**config.mk**
```make
export PLATFORM = sky130hd
export DESIGN_NAME = codec_enable_input_select_regs
export DESIGN_NICKNAME = d
export VERILOG_FILES = /design/src/codec_regs_pkg.sv /design/src/apb_front.sv /design/src/codec_enable_input_select_regs.sv /design/src/ctrl_bit.sv
export SDC_FILE = /design/constraint.sdc
export NUM_CORES = 1
export LEC_CHECK = 0
export ABC_AREA = 1
export BUFFER_PORTS_ARGS = -buffer_cell sky130_fd_sc_hd__buf_2
export CORE_MARGIN = 5
export CORE_UTILIZATION = 40
export DETAILED_ROUTE_END_ITERATION = 16
export PLACE_DENSITY = 0.8
export SETUP_SLACK_MARGIN = 0.15
export SLEW_MARGIN = 0
export SYNTH_ARGS = -nofsm -noshare
export SYNTH_HDL_FRONTEND = slang
export SYNTH_SLANG_ARGS = --single-unit
```
**constraint.sdc**
```tcl
create_clock -name pclk -period 1.7 [get_ports pclk]
set_clock_uncertainty 0.2 [all_clocks]
set_input_delay 0 -clock pclk [delete_from_list [all_inputs] [get_ports pclk]]
set_output_delay 0 -clock pclk [all_outputs]
set_load 0.05 [all_outputs]
```
**src/codec_regs_pkg.sv**
```systemverilog
// Constants for the codec enable and microphone input routing registers.
package codec_regs_pkg;
	localparam int ADDR_W = 12;
	localparam int DATA_W = 32;
	localparam int IDX_W = 8;
	localparam int POS_W = 5;
	localparam int NUM_BITS = 11;

	// Register indices; the byte address is four times the index.
	localparam logic [IDX_W-1:0] IDX_POWER_MGMT_ONE = 8'h08;
	localparam logic [IDX_W-1:0] IDX_POWER_MGMT_TWO = 8'h09;
	localparam logic [IDX_W-1:0] IDX_POWER_MGMT_FOUR = 8'h0b;
	localparam logic [IDX_W-1:0] IDX_POWER_MGMT_FIVE = 8'h0c;
	localparam logic [IDX_W-1:0] IDX_MIC_INPUT_ROUTING = 8'h48;
	localparam logic [IDX_W-1:0] IDX_LEFT_INPUT_VOLUME = 8'h50;
	localparam logic [IDX_W-1:0] IDX_RIGHT_INPUT_VOLUME = 8'h51;

	// Field positions.
	localparam logic [POS_W-1:0] POS_MASTER = 5'h0c;
	localparam logic [POS_W-1:0] POS_SYSCLOCK = 5'h0e;
	localparam logic [POS_W-1:0] POS_BIAS = 5'h05;
	localparam logic [POS_W-1:0] POS_LEFT_PREAMP = 5'h08;
	localparam logic [POS_W-1:0] POS_RIGHT_PREAMP = 5'h09;
	localparam logic [POS_W-1:0] POS_VOL_PREAMP = 5'h0f;
	localparam logic [POS_W-1:0] POS_LEFT_POS1 = 5'h00;
	localparam logic [POS_W-1:0] POS_LEFT_NEG = 5'h01;
	localparam logic [POS_W-1:0] POS_LEFT_POS2 = 5'h02;
	localparam logic [POS_W-1:0] POS_RIGHT_POS1 = 5'h08;
	localparam logic [POS_W-1:0] POS_RIGHT_NEG = 5'h09;
	localparam logic [POS_W-1:0] POS_RIGHT_POS2 = 5'h0a;

	// Per-bit storage map: home location, alias location, value after reset.
	// Entry 0 is the master enable; all others are held while it is clear.
	localparam logic [IDX_W-1:0] BIT_IDX_A [NUM_BITS] = '{
		IDX_POWER_MGMT_FIVE, IDX_POWER_MGMT_FOUR, IDX_POWER_MGMT_ONE,
		IDX_POWER_MGMT_TWO, IDX_POWER_MGMT_TWO, IDX_MIC_INPUT_ROUTING,
		IDX_MIC_INPUT_ROUTING, IDX_MIC_INPUT_ROUTING, IDX_MIC_INPUT_ROUTING,
		IDX_MIC_INPUT_ROUTING, IDX_MIC_INPUT_ROUTING};
	localparam logic [POS_W-1:0] BIT_POS_A [NUM_BITS] = '{
		POS_MASTER, POS_SYSCLOCK, POS_BIAS, POS_LEFT_PREAMP, POS_RIGHT_PREAMP,
		POS_LEFT_POS1, POS_LEFT_NEG, POS_LEFT_POS2, POS_RIGHT_POS1,
		POS_RIGHT_NEG, POS_RIGHT_POS2};
	localparam logic [IDX_W-1:0] BIT_IDX_B [NUM_BITS] = '{
		IDX_POWER_MGMT_FIVE, IDX_POWER_MGMT_FOUR, IDX_POWER_MGMT_ONE,
		IDX_LEFT_INPUT_VOLUME, IDX_RIGHT_INPUT_VOLUME, IDX_MIC_INPUT_ROUTING,
		IDX_MIC_INPUT_ROUTING, IDX_MIC_INPUT_ROUTING, IDX_MIC_INPUT_ROUTING,
		IDX_MIC_INPUT_ROUTING, IDX_MIC_INPUT_ROUTING};
	localparam logic [POS_W-1:0] BIT_POS_B [NUM_BITS] = '{
		POS_MASTER, POS_SYSCLOCK, POS_BIAS, POS_VOL_PREAMP, POS_VOL_PREAMP,
		POS_LEFT_POS1, POS_LEFT_NEG, POS_LEFT_POS2, POS_RIGHT_POS1,
		POS_RIGHT_NEG, POS_RIGHT_POS2};
	localparam logic [NUM_BITS-1:0] BIT_RESET = 11'h360;
endpackage

```
**src/apb_front.sv**
```systemverilog
// APB handshake: one wait state, then the answer with pready.
`timescale 1ns/10ps
module apb_front (
	input wire logic pclk,
	input wire logic presetn,
	input wire logic psel,
	input wire logic penable,
	input wire logic mapped,
	output logic capture,
	output logic commit,
	output logic pready_ff,
	output logic pslverr_ff
);
	// The first access cycle captures read data; the second completes.
	assign capture = psel && penable && !pready_ff;
	assign commit = psel && penable && pready_ff;

	always_ff @(posedge pclk or negedge presetn) begin
		if (!presetn) begin
			pready_ff <= 1'b0;
		end else begin
			pready_ff <= capture;
		end
	end

	always_ff @(posedge pclk or negedge presetn) begin
		if (!presetn) begin
			pslverr_ff <= 1'b0;
		end else begin
			pslverr_ff <= capture && !mapped;
		end
	end
endmodule

```
**src/codec_enable_input_select_regs.sv**
```systemverilog
// Codec enable and microphone input routing registers behind an APB slave.
`timescale 1ns/10ps
module codec_enable_input_select_regs (
	input wire logic pclk,
	input wire logic presetn,
	input wire logic psel,
	input wire logic penable,
	input wire logic pwrite,
	input wire logic [codec_regs_pkg::ADDR_W-1:0] paddr,
	input wire logic [codec_regs_pkg::DATA_W-1:0] pwdata,
	output logic [codec_regs_pkg::DATA_W-1:0] prdata,
	output logic pready,
	output logic pslverr,
	output logic codec_master_enable,
	output logic codec_sysclock_enable,
	output logic analog_bias_enable,
	output logic left_preamp_enable,
	output logic right_preamp_enable,
	output logic left_pos1_connect,
	output logic left_neg_connect,
	output logic left_pos2_connect,
	output logic right_pos1_connect,
	output logic right_neg_connect,
	output logic right_pos2_connect
);
	import codec_regs_pkg::*;

	logic [IDX_W-1:0] idx;
	logic mapped;
	logic capture;
	logic commit;
	logic wr_en;
	logic [NUM_BITS-1:0] bit_q;
	logic [DATA_W-1:0] rd_word;
	logic [DATA_W-1:0] prdata_ff;
	logic pready_ff;
	logic pslverr_ff;

	assign idx = paddr[IDX_W+1:2];

	// Only word-aligned accesses to the seven registers are mapped.
	always_comb begin
		mapped = 1'b0;
		if (paddr[1:0] == 2'h0 && paddr[ADDR_W-1:IDX_W+2] == '0) begin
			unique case (idx)
				IDX_POWER_MGMT_ONE,
				IDX_POWER_MGMT_TWO,
				IDX_POWER_MGMT_FOUR,
				IDX_POWER_MGMT_FIVE,
				IDX_MIC_INPUT_ROUTING,
				IDX_LEFT_INPUT_VOLUME,
				IDX_RIGHT_INPUT_VOLUME: mapped = 1'b1;
				default: mapped = 1'b0;
			endcase
		end
	end

	apb_front u_apb_front (
		.pclk(pclk),
		.presetn(presetn),
		.psel(psel),
		.penable(penable),
		.mapped(mapped),
		.capture(capture),
		.commit(commit),
		.pready_ff(pready_ff),
		.pslverr_ff(pslverr_ff)
	);

	// Writes land only at the completing edge of a mapped access.
	assign wr_en = commit && pwrite && mapped;

	// Every bit but the master enable is held while the master is clear.
	for (genvar i = 0; i < NUM_BITS; i++) begin : g_bit
		ctrl_bit #(
			.RST_VAL(BIT_RESET[i])
		) u_bit (
			.clk(pclk),
			.rst_n(presetn),
			.hold((i != 0) && !bit_q[0]),
			.wr_a(wr_en && idx == BIT_IDX_A[i]),
			.d_a(pwdata[BIT_POS_A[i]]),
			.wr_b(wr_en && idx == BIT_IDX_B[i]),
			.d_b(pwdata[BIT_POS_B[i]]),
			.q_ff(bit_q[i])
		);
	end

	// Both locations of an aliased bit read the same storage.
	always_comb begin
		rd_word = '0;
		for (int i = 0; i < NUM_BITS; i++) begin
			if (idx == BIT_IDX_A[i]) begin
				rd_word[BIT_POS_A[i]] = bit_q[i];
			end
			if (idx == BIT_IDX_B[i]) begin
				rd_word[BIT_POS_B[i]] = bit_q[i];
			end
		end
	end

	// Read data is caught in the first access cycle and held.
	always_ff @(posedge pclk or negedge presetn) begin
		if (!presetn) begin
			prdata_ff <= '0;
		end else if (capture) begin
			prdata_ff <= (mapped && !pwrite) ? rd_word : '0;
		end
	end

	assign prdata = prdata_ff;
	assign pready = pready_ff;
	assign pslverr = pslverr_ff;

	// Enables and pin connections come straight from the storage bits.
	assign codec_master_enable = bit_q[0];
	assign codec_sysclock_enable = bit_q[1];
	assign analog_bias_enable = bit_q[2];
	assign left_preamp_enable = bit_q[3];
	assign right_preamp_enable = bit_q[4];
	assign left_pos1_connect = bit_q[5];
	assign left_neg_connect = bit_q[6];
	assign left_pos2_connect = bit_q[7];
	assign right_pos1_connect = bit_q[8];
	assign right_neg_connect = bit_q[9];
	assign right_pos2_connect = bit_q[10];

	logic wr_live;
	assign wr_live = wr_en && codec_master_enable;
endmodule

```
**src/ctrl_bit.sv**
```systemverilog
// One control bit reachable at two register locations, with a hold input.
`timescale 1ns/10ps
module ctrl_bit #(
	parameter logic RST_VAL = 1'b0
) (
	input wire logic clk,
	input wire logic rst_n,
	input wire logic hold,
	input wire logic wr_a,
	input wire logic d_a,
	input wire logic wr_b,
	input wire logic d_b,
	output logic q_ff
);
	// Hold beats any write, so a held bit cannot be changed by software.
	always_ff @(posedge clk or negedge rst_n) begin
		if (!rst_n) begin
			q_ff <= RST_VAL;
		end else if (hold) begin
			q_ff <= RST_VAL;
		end else if (wr_a) begin
			q_ff <= d_a;
		end else if (wr_b) begin
			q_ff <= d_b;
		end
	end
endmodule

```
==> summary.md, run 1 <==
| Metric | Value |
|---|---|
| Kind of end point of the critical path | flip-flop |
| Via count | 1415 |
| Total of endpoints with negative setup slack in the final report | 0 |
| Total placed instance area | 1782 µm² |
| Count of flip-flops with a built-in enable after synthesis | 0 |
| DIE AREA | between 5000 and 6000 µm² |
| Worst path bufs/invs | 1 |
| Number of DRC violations after detailed routing | 0 |
| Proportion of synthesized flip-flops having asynchronous set or reset | 100.0% |
| Most frequent cell after synthesis | sky130_fd_sc_hd__nand2_1 |
| Final Max Tran Viols | 0 |
| Worst rel slew slack | 65.60% |
| Level count of the clock H-tree | 1 |
| Total inserted antenna cells | 0 |
| Utilization of the core after routing | 54.65% |
| Cell type with the largest total area after synthesis | sky130_fd_sc_hd__dfrtp_1 |
| Clock Tree Root | sky130_fd_sc_hd__clkbuf_8 |
| Per-cell routed wire length | around 11 µm |
| Share of layout cells above drive strength 1 | 33.33% |
| Bufs on Longest Clock Path | 2 |
| Maximum number of pins on one net before global-route repair | 24 |
| Average cell area after synthesis | approximately 7.5 µm² |
| Antenna Nets Post-Route | 0 |
| Predominant post-synthesis flop cell | sky130_fd_sc_hd__dfrtp_1 |
| Number of global-route vias before repair | 1269 |
| Multi-input gate area | approximately 800 µm² |
| Number of DRC markers in iteration 0 | 60 |
| Clock edge transition at the registers on the reported setup and hold paths | 0.08 ns |
| Site Rows | 22 |
| Register area | between 500 and 600 µm² |
| Fill cell count | 352 |
| GR Overflow Total | 0 |
| Number of synthesized register bits | 23 |
| Final #Nets | 326 |
| Data required time at the worst endpoint | 1.65 ns |
| Clock network latency to the later pin of the worst-skew pair | 0.26 ns |
| Max stage delay cell, worst path | sky130_fd_sc_hd__dfrtp_2 |
| Unrepaired setup endpoints after global routing | true |
| Area share of the largest cell type after synthesis | 30.72% |
| Max-capacitance violation count | 0 |
| Syn-to-layout area delta | 31.20% |
| Total power divided by cell area | 559.9 nW/µm² |
| Floorplan Core Area | 3716 µm² |
| GRT Total Usage | between 10% and 20% |
| I/O pins | 94 |
| Cells after Synth | 206 |
| Least-Margin Pin Slew | approximately 0.52 ns |
| Critical path arrival | ~1.5 ns |
| Global-route wire length before repair | approximately 5.7 mm |
| Worst min-delay path category | primary input to flip-flop |
| Sink Count | 23 |
| Total detailed-routing wirelength | 3.657 mm |
| Starting density of the core | 41.65% |
| Total power after layout | 0.001137 W |
| Largest voltage drop on the vdd net | 0.3343 mV |
| Run status | complete, no violations |
| Number of hold-slack violations in the final timing report | 0 |
| Number of vias per cell after detailed routing | 4.367 |
| Yosys warning total | 0 |
| Sequential element share of the synthesized area | 37.51% |
| Final Wtd Congestion | 0.8668 |
| Die X | 72.21 µm |
| Critical path's top delay family | simple AND/OR/NAND/NOR gates |
| Final non-filler cell area | 2031 µm² |
| Type of the worst setup path | flip-flop to flip-flop |
| Setup TNS | 0 ns |
| Ratio of final minimum period to clock period | 89.27% |
| CTS tree | built |
| CP Launch Type | flip-flop |
| Number of detailed-routing iterations run before antenna repair | 4 |
| Leading post-synthesis cells by instance count | 48 x sky130_fd_sc_hd__nand2_1, 25 x sky130_fd_sc_hd__nor2_1, 23 x sky130_fd_sc_hd__buf_4, 23 x sky130_fd_sc_hd__inv_1, 19 x sky130_fd_sc_hd__dfrtp_1 |
| Unique masters post-synth | 24 |
| Crit path largest cell delay | 0.41 ns |
| Number of buffer cells added on primary ports | 49 |
| Initial antenna violation count | 0 |
| Synthesized cell area | 1548 µm² |
| Main area contributors after synthesis | sky130_fd_sc_hd__dfrtp_1 31%, sky130_fd_sc_hd__nand2_1 12%, sky130_fd_sc_hd__buf_4 11%, sky130_fd_sc_hd__dfstp_2 6.8%, sky130_fd_sc_hd__nor2_1 6.1% |
| Static power due to leakage | 1.172 nW |
| Upper clock frequency limit | 659.0 MHz |
| Cells along the critical path | nand2_2 -> nor2_4 -> nand3_4 -> nor2_8 -> inv_4 -> nand2_4 -> o21ai_2 |
| HPWL reported at the end of detailed placement | 2.850 mm |
| Minimum period implied by the final worst setup slack | 1.518 ns |
| Number of buffers inserted during clock tree synthesis | 3 |
| Critical-path maximum fanout | 7 |
| Die extent in y | around 72 µm |
| Hold WS | 0.01954 ns |
==> placed cells by master, fill, tap and decap left out, types with 8 or more instances in the layout <==
master,instances
sky130_fd_sc_hd__nor2_1,23
sky130_fd_sc_hd__dfrtp_1,18
sky130_fd_sc_hd__nand3_1,10
sky130_fd_sc_hd__conb_1,22
sky130_fd_sc_hd__nand2_2,8
sky130_fd_sc_hd__inv_1,22
sky130_fd_sc_hd__dlygate4sd3_1,15
sky130_fd_sc_hd__nand2_1,47
sky130_fd_sc_hd__buf_2,48
==> flip-flops by register name, indices dropped and copies added, names as in the netlist <==
signal / cells
g_bit.u_bit.q_ff: 11
prdata: 10
u_apb_front.pready_ff: 1
u_apb_front.pslverr_ff: 1
==> layout make-up <==
type | count | area share [%]
clock buffer | 4 | 2.218
sequential | 23 | 28.65
multi-input combinational | 155 | 39.25
inverter | 25 | 4.868
tap | 48 | 2.957
timing repair buffer | 69 | 22.06
==> metrics by stage <==
| stage | std cells | setup slack [ns] |
|---|---|---|
| 4_1_cts | 322 | 0.1647 |
| 5_1_grt | 324 | 0.1281 |
| 2_1_floorplan | 227 | 0.1427 |
| 3_5_place_dp | 302 | 0.1361 |
| 3_3_place_gp | 302 | 0.1709 |
| 6_report | 324 | 0.1825 |
==> layer usage <==
metal | global-route usage, % | wire [µm] | share of wire [%]
met1 | 17.60 | 1594 | 44
met2 | 22.85 | 1758 | 48
met3 | 3.601 | 268 | 7.3
met4 | 2.714 | 36 | 0.98
met5 | 0 | 0 | 0
==> final timing paths <==
| check | start | end | slack [ns] | cells past startpoint |
|---|---|---|---|---|
| hold reg to reg | prdata[5] | prdata[5] | 0.29 | 2 |
| setup / recovery | u_apb_front.pready_ff | g_bit[7].u_bit.q_ff | 0.18 | 7 |
| max in group asynchronous | presetn | u_apb_front.pready_ff | 0.89 | 2 |
| setup reg to reg | u_apb_front.pready_ff | g_bit[7].u_bit.q_ff | 0.18 | 7 |
| hold / removal | paddr[3] | g_bit[1].u_bit.q_ff | 0.02 | 6 |
| min in group asynchronous | presetn | prdata[12] | 0.03 | 2 |
==> power breakdown <==
group	internal (W)	switching, W	total, W
sequential	0.000550	0.00000214	0.000552
combinational	0.0000625	0.000187	0.000250
clock	0.000167	0.000168	0.000335
==> logic make-up after synthesis <==
family          after synthesis  synth area share (%)
simple gates                112                 37.59
buf+inv                      49                 17.78
flops                        23                 37.51
compound gates               21                 6.871
other cells                   1                0.2423
==> worst register-to-register path: cells and delay by family, from the launching register on <==
kind,cells,cell delay (ns)
buffers and inverters,1,0.06
DFF,1,0.41
and+or+nand+nor,5,0.67
AOI/OAI and AO/OA,1,0.06
==> timing repair <==
action | 4_1_cts | 5_1_grt
setup endpoints to repair | 0 | 12
hold buffers | 16 | 0
resized for setup | 0 | 8
endpoints found under the hold margin | 45 | 0
setup buffers | 0 | 2
(Power assumes the default switching activity.)
==> inputs of run 2 (changes only) <==
Clock period 1.7 ns to 1.6 ns, I/O delays scaled along.
==> summary.md, run 2 (synthesized netlist as in run 1, its figures left out) <==
| Metric | Value |
|---|---|
| Sequential Power Share | 48.4% (-0.2 points) |
| Total detailed-routing wirelength | 3.669 mm (+0.33%) |
| Data required time at the worst endpoint | 1.59 ns (-0.06 ns) |
| Die X | 72.21 µm (unchanged) |
| Critical-path maximum fanout | 4 (-3) |
| Upper clock frequency limit | 692.8 MHz (+5.1%) |
| Clock edge transition at the registers on the reported setup and hold paths | 0.08 ns (about the same) |
| Die extent in y | 72.21 µm (unchanged) |
| Setup TNS | 0 ns (unchanged) |
| Number of detailed-routing iterations run before antenna repair | 4 (unchanged) |
| Biggest register | g_bit.u_bit.q_ff |
| Total placed instance area | 1792 µm² (+0.56%) |
| Type of the worst setup path | flip-flop to flip-flop |
| Via count | 1431 (+1.1%) |
| Sink Count | 23 (unchanged) |
| Critical path arrival | 1.44 ns (-0.03 ns) |
| GRT Total Usage | 14.32% (+0.72 points) |
| Least-Margin Pin Slew | 0.5012 ns (-0.01472 ns) |
| Share of layout cells above drive strength 1 | 35.61% (+2.3 points) |
| P_int | 0.0008229 W (+5.6%) |
| HPWL reported at the end of detailed placement | 2.860 mm (+0.34%) |
| Bufs on Longest Clock Path | 2 (unchanged) |
| Number of DRC violations after detailed routing | 0 (unchanged) |
| Final Max Tran Viols | 0 (unchanged) |
| Total power divided by cell area | 587.8 nW/µm² (+5.0%) |
| Kind of end point of the critical path | flip-flop |
| Clock network latency to the later pin of the worst-skew pair | 0.26 ns (about the same) |
| Switching component of the power | 0.0003892 W (+8.9%) |
| Minimum period implied by the final worst setup slack | 1.443 ns (-0.07405 ns) |
| Initial antenna violation count | 0 (unchanged) |
| Number of buffers inserted during clock tree synthesis | 3 (unchanged) |
| Total inserted antenna cells | 0 (unchanged) |
| Per-cell routed wire length | 11.25 µm (-0.29%) |
| Ratio of final minimum period to clock period | 90.22% (+0.95 points) |
| Crit path largest cell delay | 0.41 ns (about the same) |
| Worst rel slew slack | 66.59% (+0.98 points) |
| Floorplan Core Area | 3716 µm² (unchanged) |
| Max-capacitance violation count | 0 (unchanged) |
| Net switching fraction of the power | 32.11% (+0.67 points) |
| Most common cell after layout, fill and taps aside | sky130_fd_sc_hd__buf_2 |
| CP Launch Type | flip-flop |
| Worst min-delay path category | primary input to asynchronous set/reset pin |
| Syn-to-layout area delta | 33.23% |
| CTS tree | built |
| Maximum number of pins on one net before global-route repair | 24 (unchanged) |
| GR Overflow Total | 0 (unchanged) |
| Final Wtd Congestion | 0.8648 (-0.23%) |
| Global-route wire length before repair | 6.016 mm (+6.5%) |
| Level count of the clock H-tree | 1 (unchanged) |
| Antenna Nets Post-Route | 0 (unchanged) |
| Clock Tree Root | sky130_fd_sc_hd__clkbuf_8 |
| Share of total power in combinational logic | 21.8% (-0.2 points) |
| Worst setup slack after placement | 0.04401 ns (-0.09204 ns) |
| Number of buffer cells added on primary ports | 49 (unchanged) |
| Largest voltage drop on the vdd net | 0.2539 mV (-24%) |
| Number of flip-flops in the largest register | 11 (unchanged) |
| Cells along the critical path | nand2_2 -> nor2_4 -> nand3_4 -> buf_6 -> nor2_4 -> o21ai_2 -> nor2_1 |
| Static power due to leakage | 1.170 nW (-0.14%) |
| Unrepaired setup endpoints after global routing | true |
| Fill cell count | 345 (-2.0%) |
| DIE AREA | 5214 µm² (unchanged) |
| Run status | complete, no violations |
| Number of hold-slack violations in the final timing report | 0 (unchanged) |
| Max stage delay cell, worst path | sky130_fd_sc_hd__dfrtp_2 |
| Clock network power share | 29.8% (+0.3 points) |
| Commonest non-fill, non-tap cells in the layout | 49 x sky130_fd_sc_hd__buf_2, 47 x sky130_fd_sc_hd__nand2_1, 22 x sky130_fd_sc_hd__inv_1, 22 x sky130_fd_sc_hd__conb_1, 19 x sky130_fd_sc_hd__nor2_1 |
| Number of vias per cell after detailed routing | 4.390 (+0.51%) |
| Cell with the most instances on the worst path | sky130_fd_sc_hd__nor2_4 |
| Crit path setup slack, layout | 0.1565 ns (-0.02595 ns) |
| Utilization of the core after routing | 55.49% (+0.84 points) |
| I/O pins | 94 (unchanged) |
| Starting density of the core | 41.65% (unchanged) |
| Number of global-route vias before repair | 1432 (+13%) |
| Final non-filler cell area | 2062 µm² (+1.5%) |
| Site Rows | 22 (unchanged) |
| Final #Nets | 328 (+0.61%) |
| Total of endpoints with negative setup slack in the final report | 0 (unchanged) |
| Number of DRC markers in iteration 0 | 59 (-1.7%) |
-- run 2: cell count changes in the layout (fill, tap and decap cells not counted), sizes merged --
cell	delta
clkinv	+1
dlygate4sd3	+1
dlymetal6s4s	-1
buf	+2
clkbuf	-1
-- run 2: layout make-up --
type	count	area [µm²]	area share (%)
Inverter	25	98.84	4.794
Clock buffer	3	41.29	2.002
Timing Repair Buffer	71	457.9	22.21
Multi-Input combinational cell	155	817.0	39.62
Sequential cell	23	581.8	28.22
Clock inverter	1	5.005	0.2427
Tap cell	48	60.06	2.913
-- run 2: worst paths after layout --
kind	slack [ns]	cells past startpoint	from	endpoint
max reg2reg	0.16	7	u_apb_front.pready_ff	g_bit[1].u_bit.q_ff
max in group asynchronous	0.80	2	presetn	u_apb_front.pready_ff
max	0.16	7	u_apb_front.pready_ff	g_bit[1].u_bit.q_ff
min in group pclk	0.04	6	paddr[0]	prdata[15]
min	0.03	2	presetn	prdata[5]
min reg2reg	0.28	2	prdata[8]	prdata[8]
-- run 2: power groups by stage --
stage	clock [W]	combinational [W]	sequential (W)
after CTS	0.000376	0.000263	0.000587
after floorplan	0	0.000205	0.000608
after global placement	0	0.000234	0.000597
after detailed placement	0	0.000236	0.000597
final	0.000361	0.000264	0.000587
after global routing	0.000392	0.000283	0.000587
-- run 2: critical path, delay by kind of cell, from the launching register on --
| family | cells | cell delay [ns] |
|---|---|---|
| AOI/OAI and AO/OA | 1 | 0.05 |
| and+or+nand+nor | 5 | 0.55 |
| DFF | 1 | 0.41 |
| buffers and inverters | 1 | 0.16 |
-- run 2: per-layer routing --
| metal | track usage, % | up-vias | share of wire (%) |
|---|---|---|---|
| li1 | - | 745 | - |
| met1 | 18.02 | 635 | 44 |
| met2 | 24.97 | 47 | 48 |
| met3 | 2.770 | 4 | 7.2 |
| met4 | 3.758 | 0 | 0.52 |
| met5 | 0 | - | 0 |
-- run 2: through the flow --
step,total power [W],hold WS (ns),instances
2_1_floorplan,0.0008129,-0.4956,227
3_3_place_gp,0.0008308,-0.2026,303
3_5_place_dp,0.0008336,-0.1937,303
4_1_cts,0.001225,0.02086,325
5_1_grt,0.001262,0.08227,326
6_report,0.001212,0.02923,326
-- run 2: timing repair --
item	4_1_cts	5_1_grt
buffers inserted	2	1
hold buffers	16	0
gates resized for setup	1	12
hold endpoints to repair	45	0
pin swaps	5	9
endpoints found under the setup margin	5	16
==> inputs of run 3 (changes only) <==
Clock period 1.6 ns to 1.8 ns, I/O delays scaled along.
==> summary.md, run 3 (synthesized netlist as in run 1, its figures left out) <==
| Metric | Value |
|---|---|
| DIE AREA | 5214 µm² (unchanged) |
| Critical-path maximum fanout | 6 (+2) |
| Crit path setup slack, layout | 0.2470 ns (+0.09053 ns) |
| Clock network latency to the later pin of the worst-skew pair | 0.26 ns (about the same) |
| Utilization of the core after routing | 53.97% (-1.5 points) |
| Commonest non-fill, non-tap cells in the layout | 49 x sky130_fd_sc_hd__buf_2, 47 x sky130_fd_sc_hd__nand2_1, 23 x sky130_fd_sc_hd__inv_1, 23 x sky130_fd_sc_hd__nor2_1, 22 x sky130_fd_sc_hd__conb_1 |
| Syn-to-layout area delta | 29.59% |
| Minimum period implied by the final worst setup slack | 1.553 ns (+0.1095 ns) |
| Sink Count | 23 (unchanged) |
| Number of vias per cell after detailed routing | 4.551 (+3.7%) |
| Antenna Nets Post-Route | 0 (unchanged) |
| Initial antenna violation count | 0 (unchanged) |
| Final Wtd Congestion | 0.8430 (-2.5%) |
| Number of DRC markers in iteration 0 | 64 (+8.5%) |
| Total detailed-routing wirelength | 3.687 mm (+0.49%) |
| Site Rows | 22 (unchanged) |
| Most common cell after layout, fill and taps aside | sky130_fd_sc_hd__buf_2 |
| Largest voltage drop on the vdd net | 0.3273 mV (+29%) |
| Worst min-delay path category | primary input to asynchronous set/reset pin |
| Global-route wire length before repair | 5.968 mm (-0.80%) |
| Die extent in y | 72.21 µm (unchanged) |
| Floorplan Core Area | 3716 µm² (unchanged) |
| Upper clock frequency limit | 643.9 MHz (-7.0%) |
| Share of layout cells above drive strength 1 | 32.00% (-3.6 points) |
| Register area | 581.8 µm² (unchanged) |
| Via count | 1470 (+2.7%) |
| Kind of end point of the critical path | flip-flop |
| Maximum number of pins on one net before global-route repair | 24 (unchanged) |
| Number of flip-flops in the largest register | 11 (unchanged) |
| Level count of the clock H-tree | 1 (unchanged) |
| HPWL reported at the end of detailed placement | 2.936 mm (+2.7%) |
| Run status | complete, no violations |
| Number of global-route vias before repair | 1403 (-2.0%) |
| Ratio of final minimum period to clock period | 86.28% (-3.9 points) |
| CTS tree | built |
| I/O pins | 94 (unchanged) |
| Bufs on Longest Clock Path | 2 (unchanged) |
| Least-Margin Pin Slew | 0.5151 ns (+0.01386 ns) |
| Path depth of the worst reg2reg path | 5 (-2) |
| Unrepaired setup endpoints after global routing | true |
| Critical path arrival | 1.55 ns (+0.11 ns) |
| Static power due to leakage | 1.155 nW (-1.3%) |
| Total of endpoints with negative setup slack in the final report | 0 (unchanged) |
| Fill cell count | 354 (+2.6%) |
| Setup TNS | 0 ns (unchanged) |
| Buffer count from post-CTS setup fixing | 0 (-2) |
| GR Overflow Total | 0 (unchanged) |
| Max-capacitance violation count | 0 (unchanged) |
| Final #Nets | 325 (-0.91%) |
| Final Max Tran Viols | 0 (unchanged) |
| Biggest register | g_bit.u_bit.q_ff |
| Hold WS | 0.04259 ns (+0.01335 ns) |
| GRT Total Usage | 14.10% (-0.22 points) |
| Data required time at the worst endpoint | 1.80 ns (+0.21 ns) |
| Total inserted antenna cells | 0 (unchanged) |
| Clock edge transition at the registers on the reported setup and hold paths | 0.09 ns (about the same) |
| Number of hold-slack violations in the final timing report | 0 (unchanged) |
| Worst setup slack after placement | 0.2390 ns (+0.1950 ns) |
| Multi-input gate area | 788.3 µm² (-3.5%) |
| CP Launch Type | flip-flop |
| Clock Tree Root | sky130_fd_sc_hd__clkbuf_8 |
| Total power divided by cell area | 537.4 nW/µm² (-8.6%) |
| Per-cell routed wire length | 11.41 µm (+1.4%) |
| Total power after layout | 0.001078 W (-11%) |
| Die X | 72.21 µm (unchanged) |
| Starting density of the core | 41.65% (unchanged) |
| Worst rel slew slack | 65.66% (-0.92 points) |
| Number of buffers inserted during clock tree synthesis | 3 (unchanged) |
| Number of detailed-routing iterations run before antenna repair | 4 (unchanged) |
| Number of buffer cells added on primary ports | 49 (unchanged) |
| Number of DRC violations after detailed routing | 0 (unchanged) |
| Type of the worst setup path | flip-flop to flip-flop |
[run 3: final timing paths]
path | startpoint | to | slack, ns
min in group pclk | paddr[3] | g_bit[1].u_bit.q_ff | 0.05
max in group asynchronous | presetn | u_apb_front.pready_ff | 0.98
setup reg to reg | u_apb_front.pready_ff | prdata[12] | 0.25
setup / recovery | u_apb_front.pready_ff | prdata[12] | 0.25
hold / removal | presetn | prdata[14] | 0.04
hold reg to reg | prdata[8] | prdata[8] | 0.28
[run 3: final cells by class]
type	instances	share of cell area [%]
Sequential cell	23	29.01
Tap cell	48	2.994
Inverter	25	4.928
Clock buffer	3	2.059
Multi-Input combinational cell	155	39.30
Clock inverter	1	0.2495
Timing Repair Buffer	68	21.46
[run 3: report_power, final]
| group | total, W | leakage, nW | switching, W | internal (W) |
|---|---|---|---|---|
| Combinational | 0.000235 | 0.842 | 0.000177 | 0.0000579 |
| Sequential | 0.000521 | 0.288 | 0.00000188 | 0.000519 |
| Clock | 0.000321 | 0.0255 | 0.000167 | 0.000154 |
| Total | 0.00108 | 1.16 | 0.000346 | 0.000732 |
[run 3: worst max-delay path, cell delays in order (launching register included)]
cell	delay, ns
sky130_fd_sc_hd__dfrtp_2	0.44
sky130_fd_sc_hd__nor2_4	0.13
sky130_fd_sc_hd__inv_1	0.08
sky130_fd_sc_hd__nor4_4	0.41
sky130_fd_sc_hd__nand3_1	0.15
sky130_fd_sc_hd__nand2_1	0.09
[run 3: stage by stage]
step                area [µm²]  std cells
floorplan                 1630        227
global placement          1774        302
detailed placement        1774        302
CTS                       1991        323
global route              2006        323
finish                    2006        323
[run 3: repair_timing]
item | 4_1_cts | 5_1_grt
gates resized for setup | 0 | 4
hold buffers | 17 | 0
endpoints found under the hold margin | 45 | 0
endpoints found under the setup margin | 0 | 7
[run 3: per-layer routing]
metal / routed length [µm] / track usage [%] / share of wire, % / vias up
li1: - / - / - / 733
met1: 1487 / 17.79 / 40 / 674
met2: 1797 / 24.97 / 49 / 57
met3: 346 / 2.632 / 9.4 / 6
met4: 55 / 2.923 / 1.5 / 0
met5: 0 / 0 / 0 / -
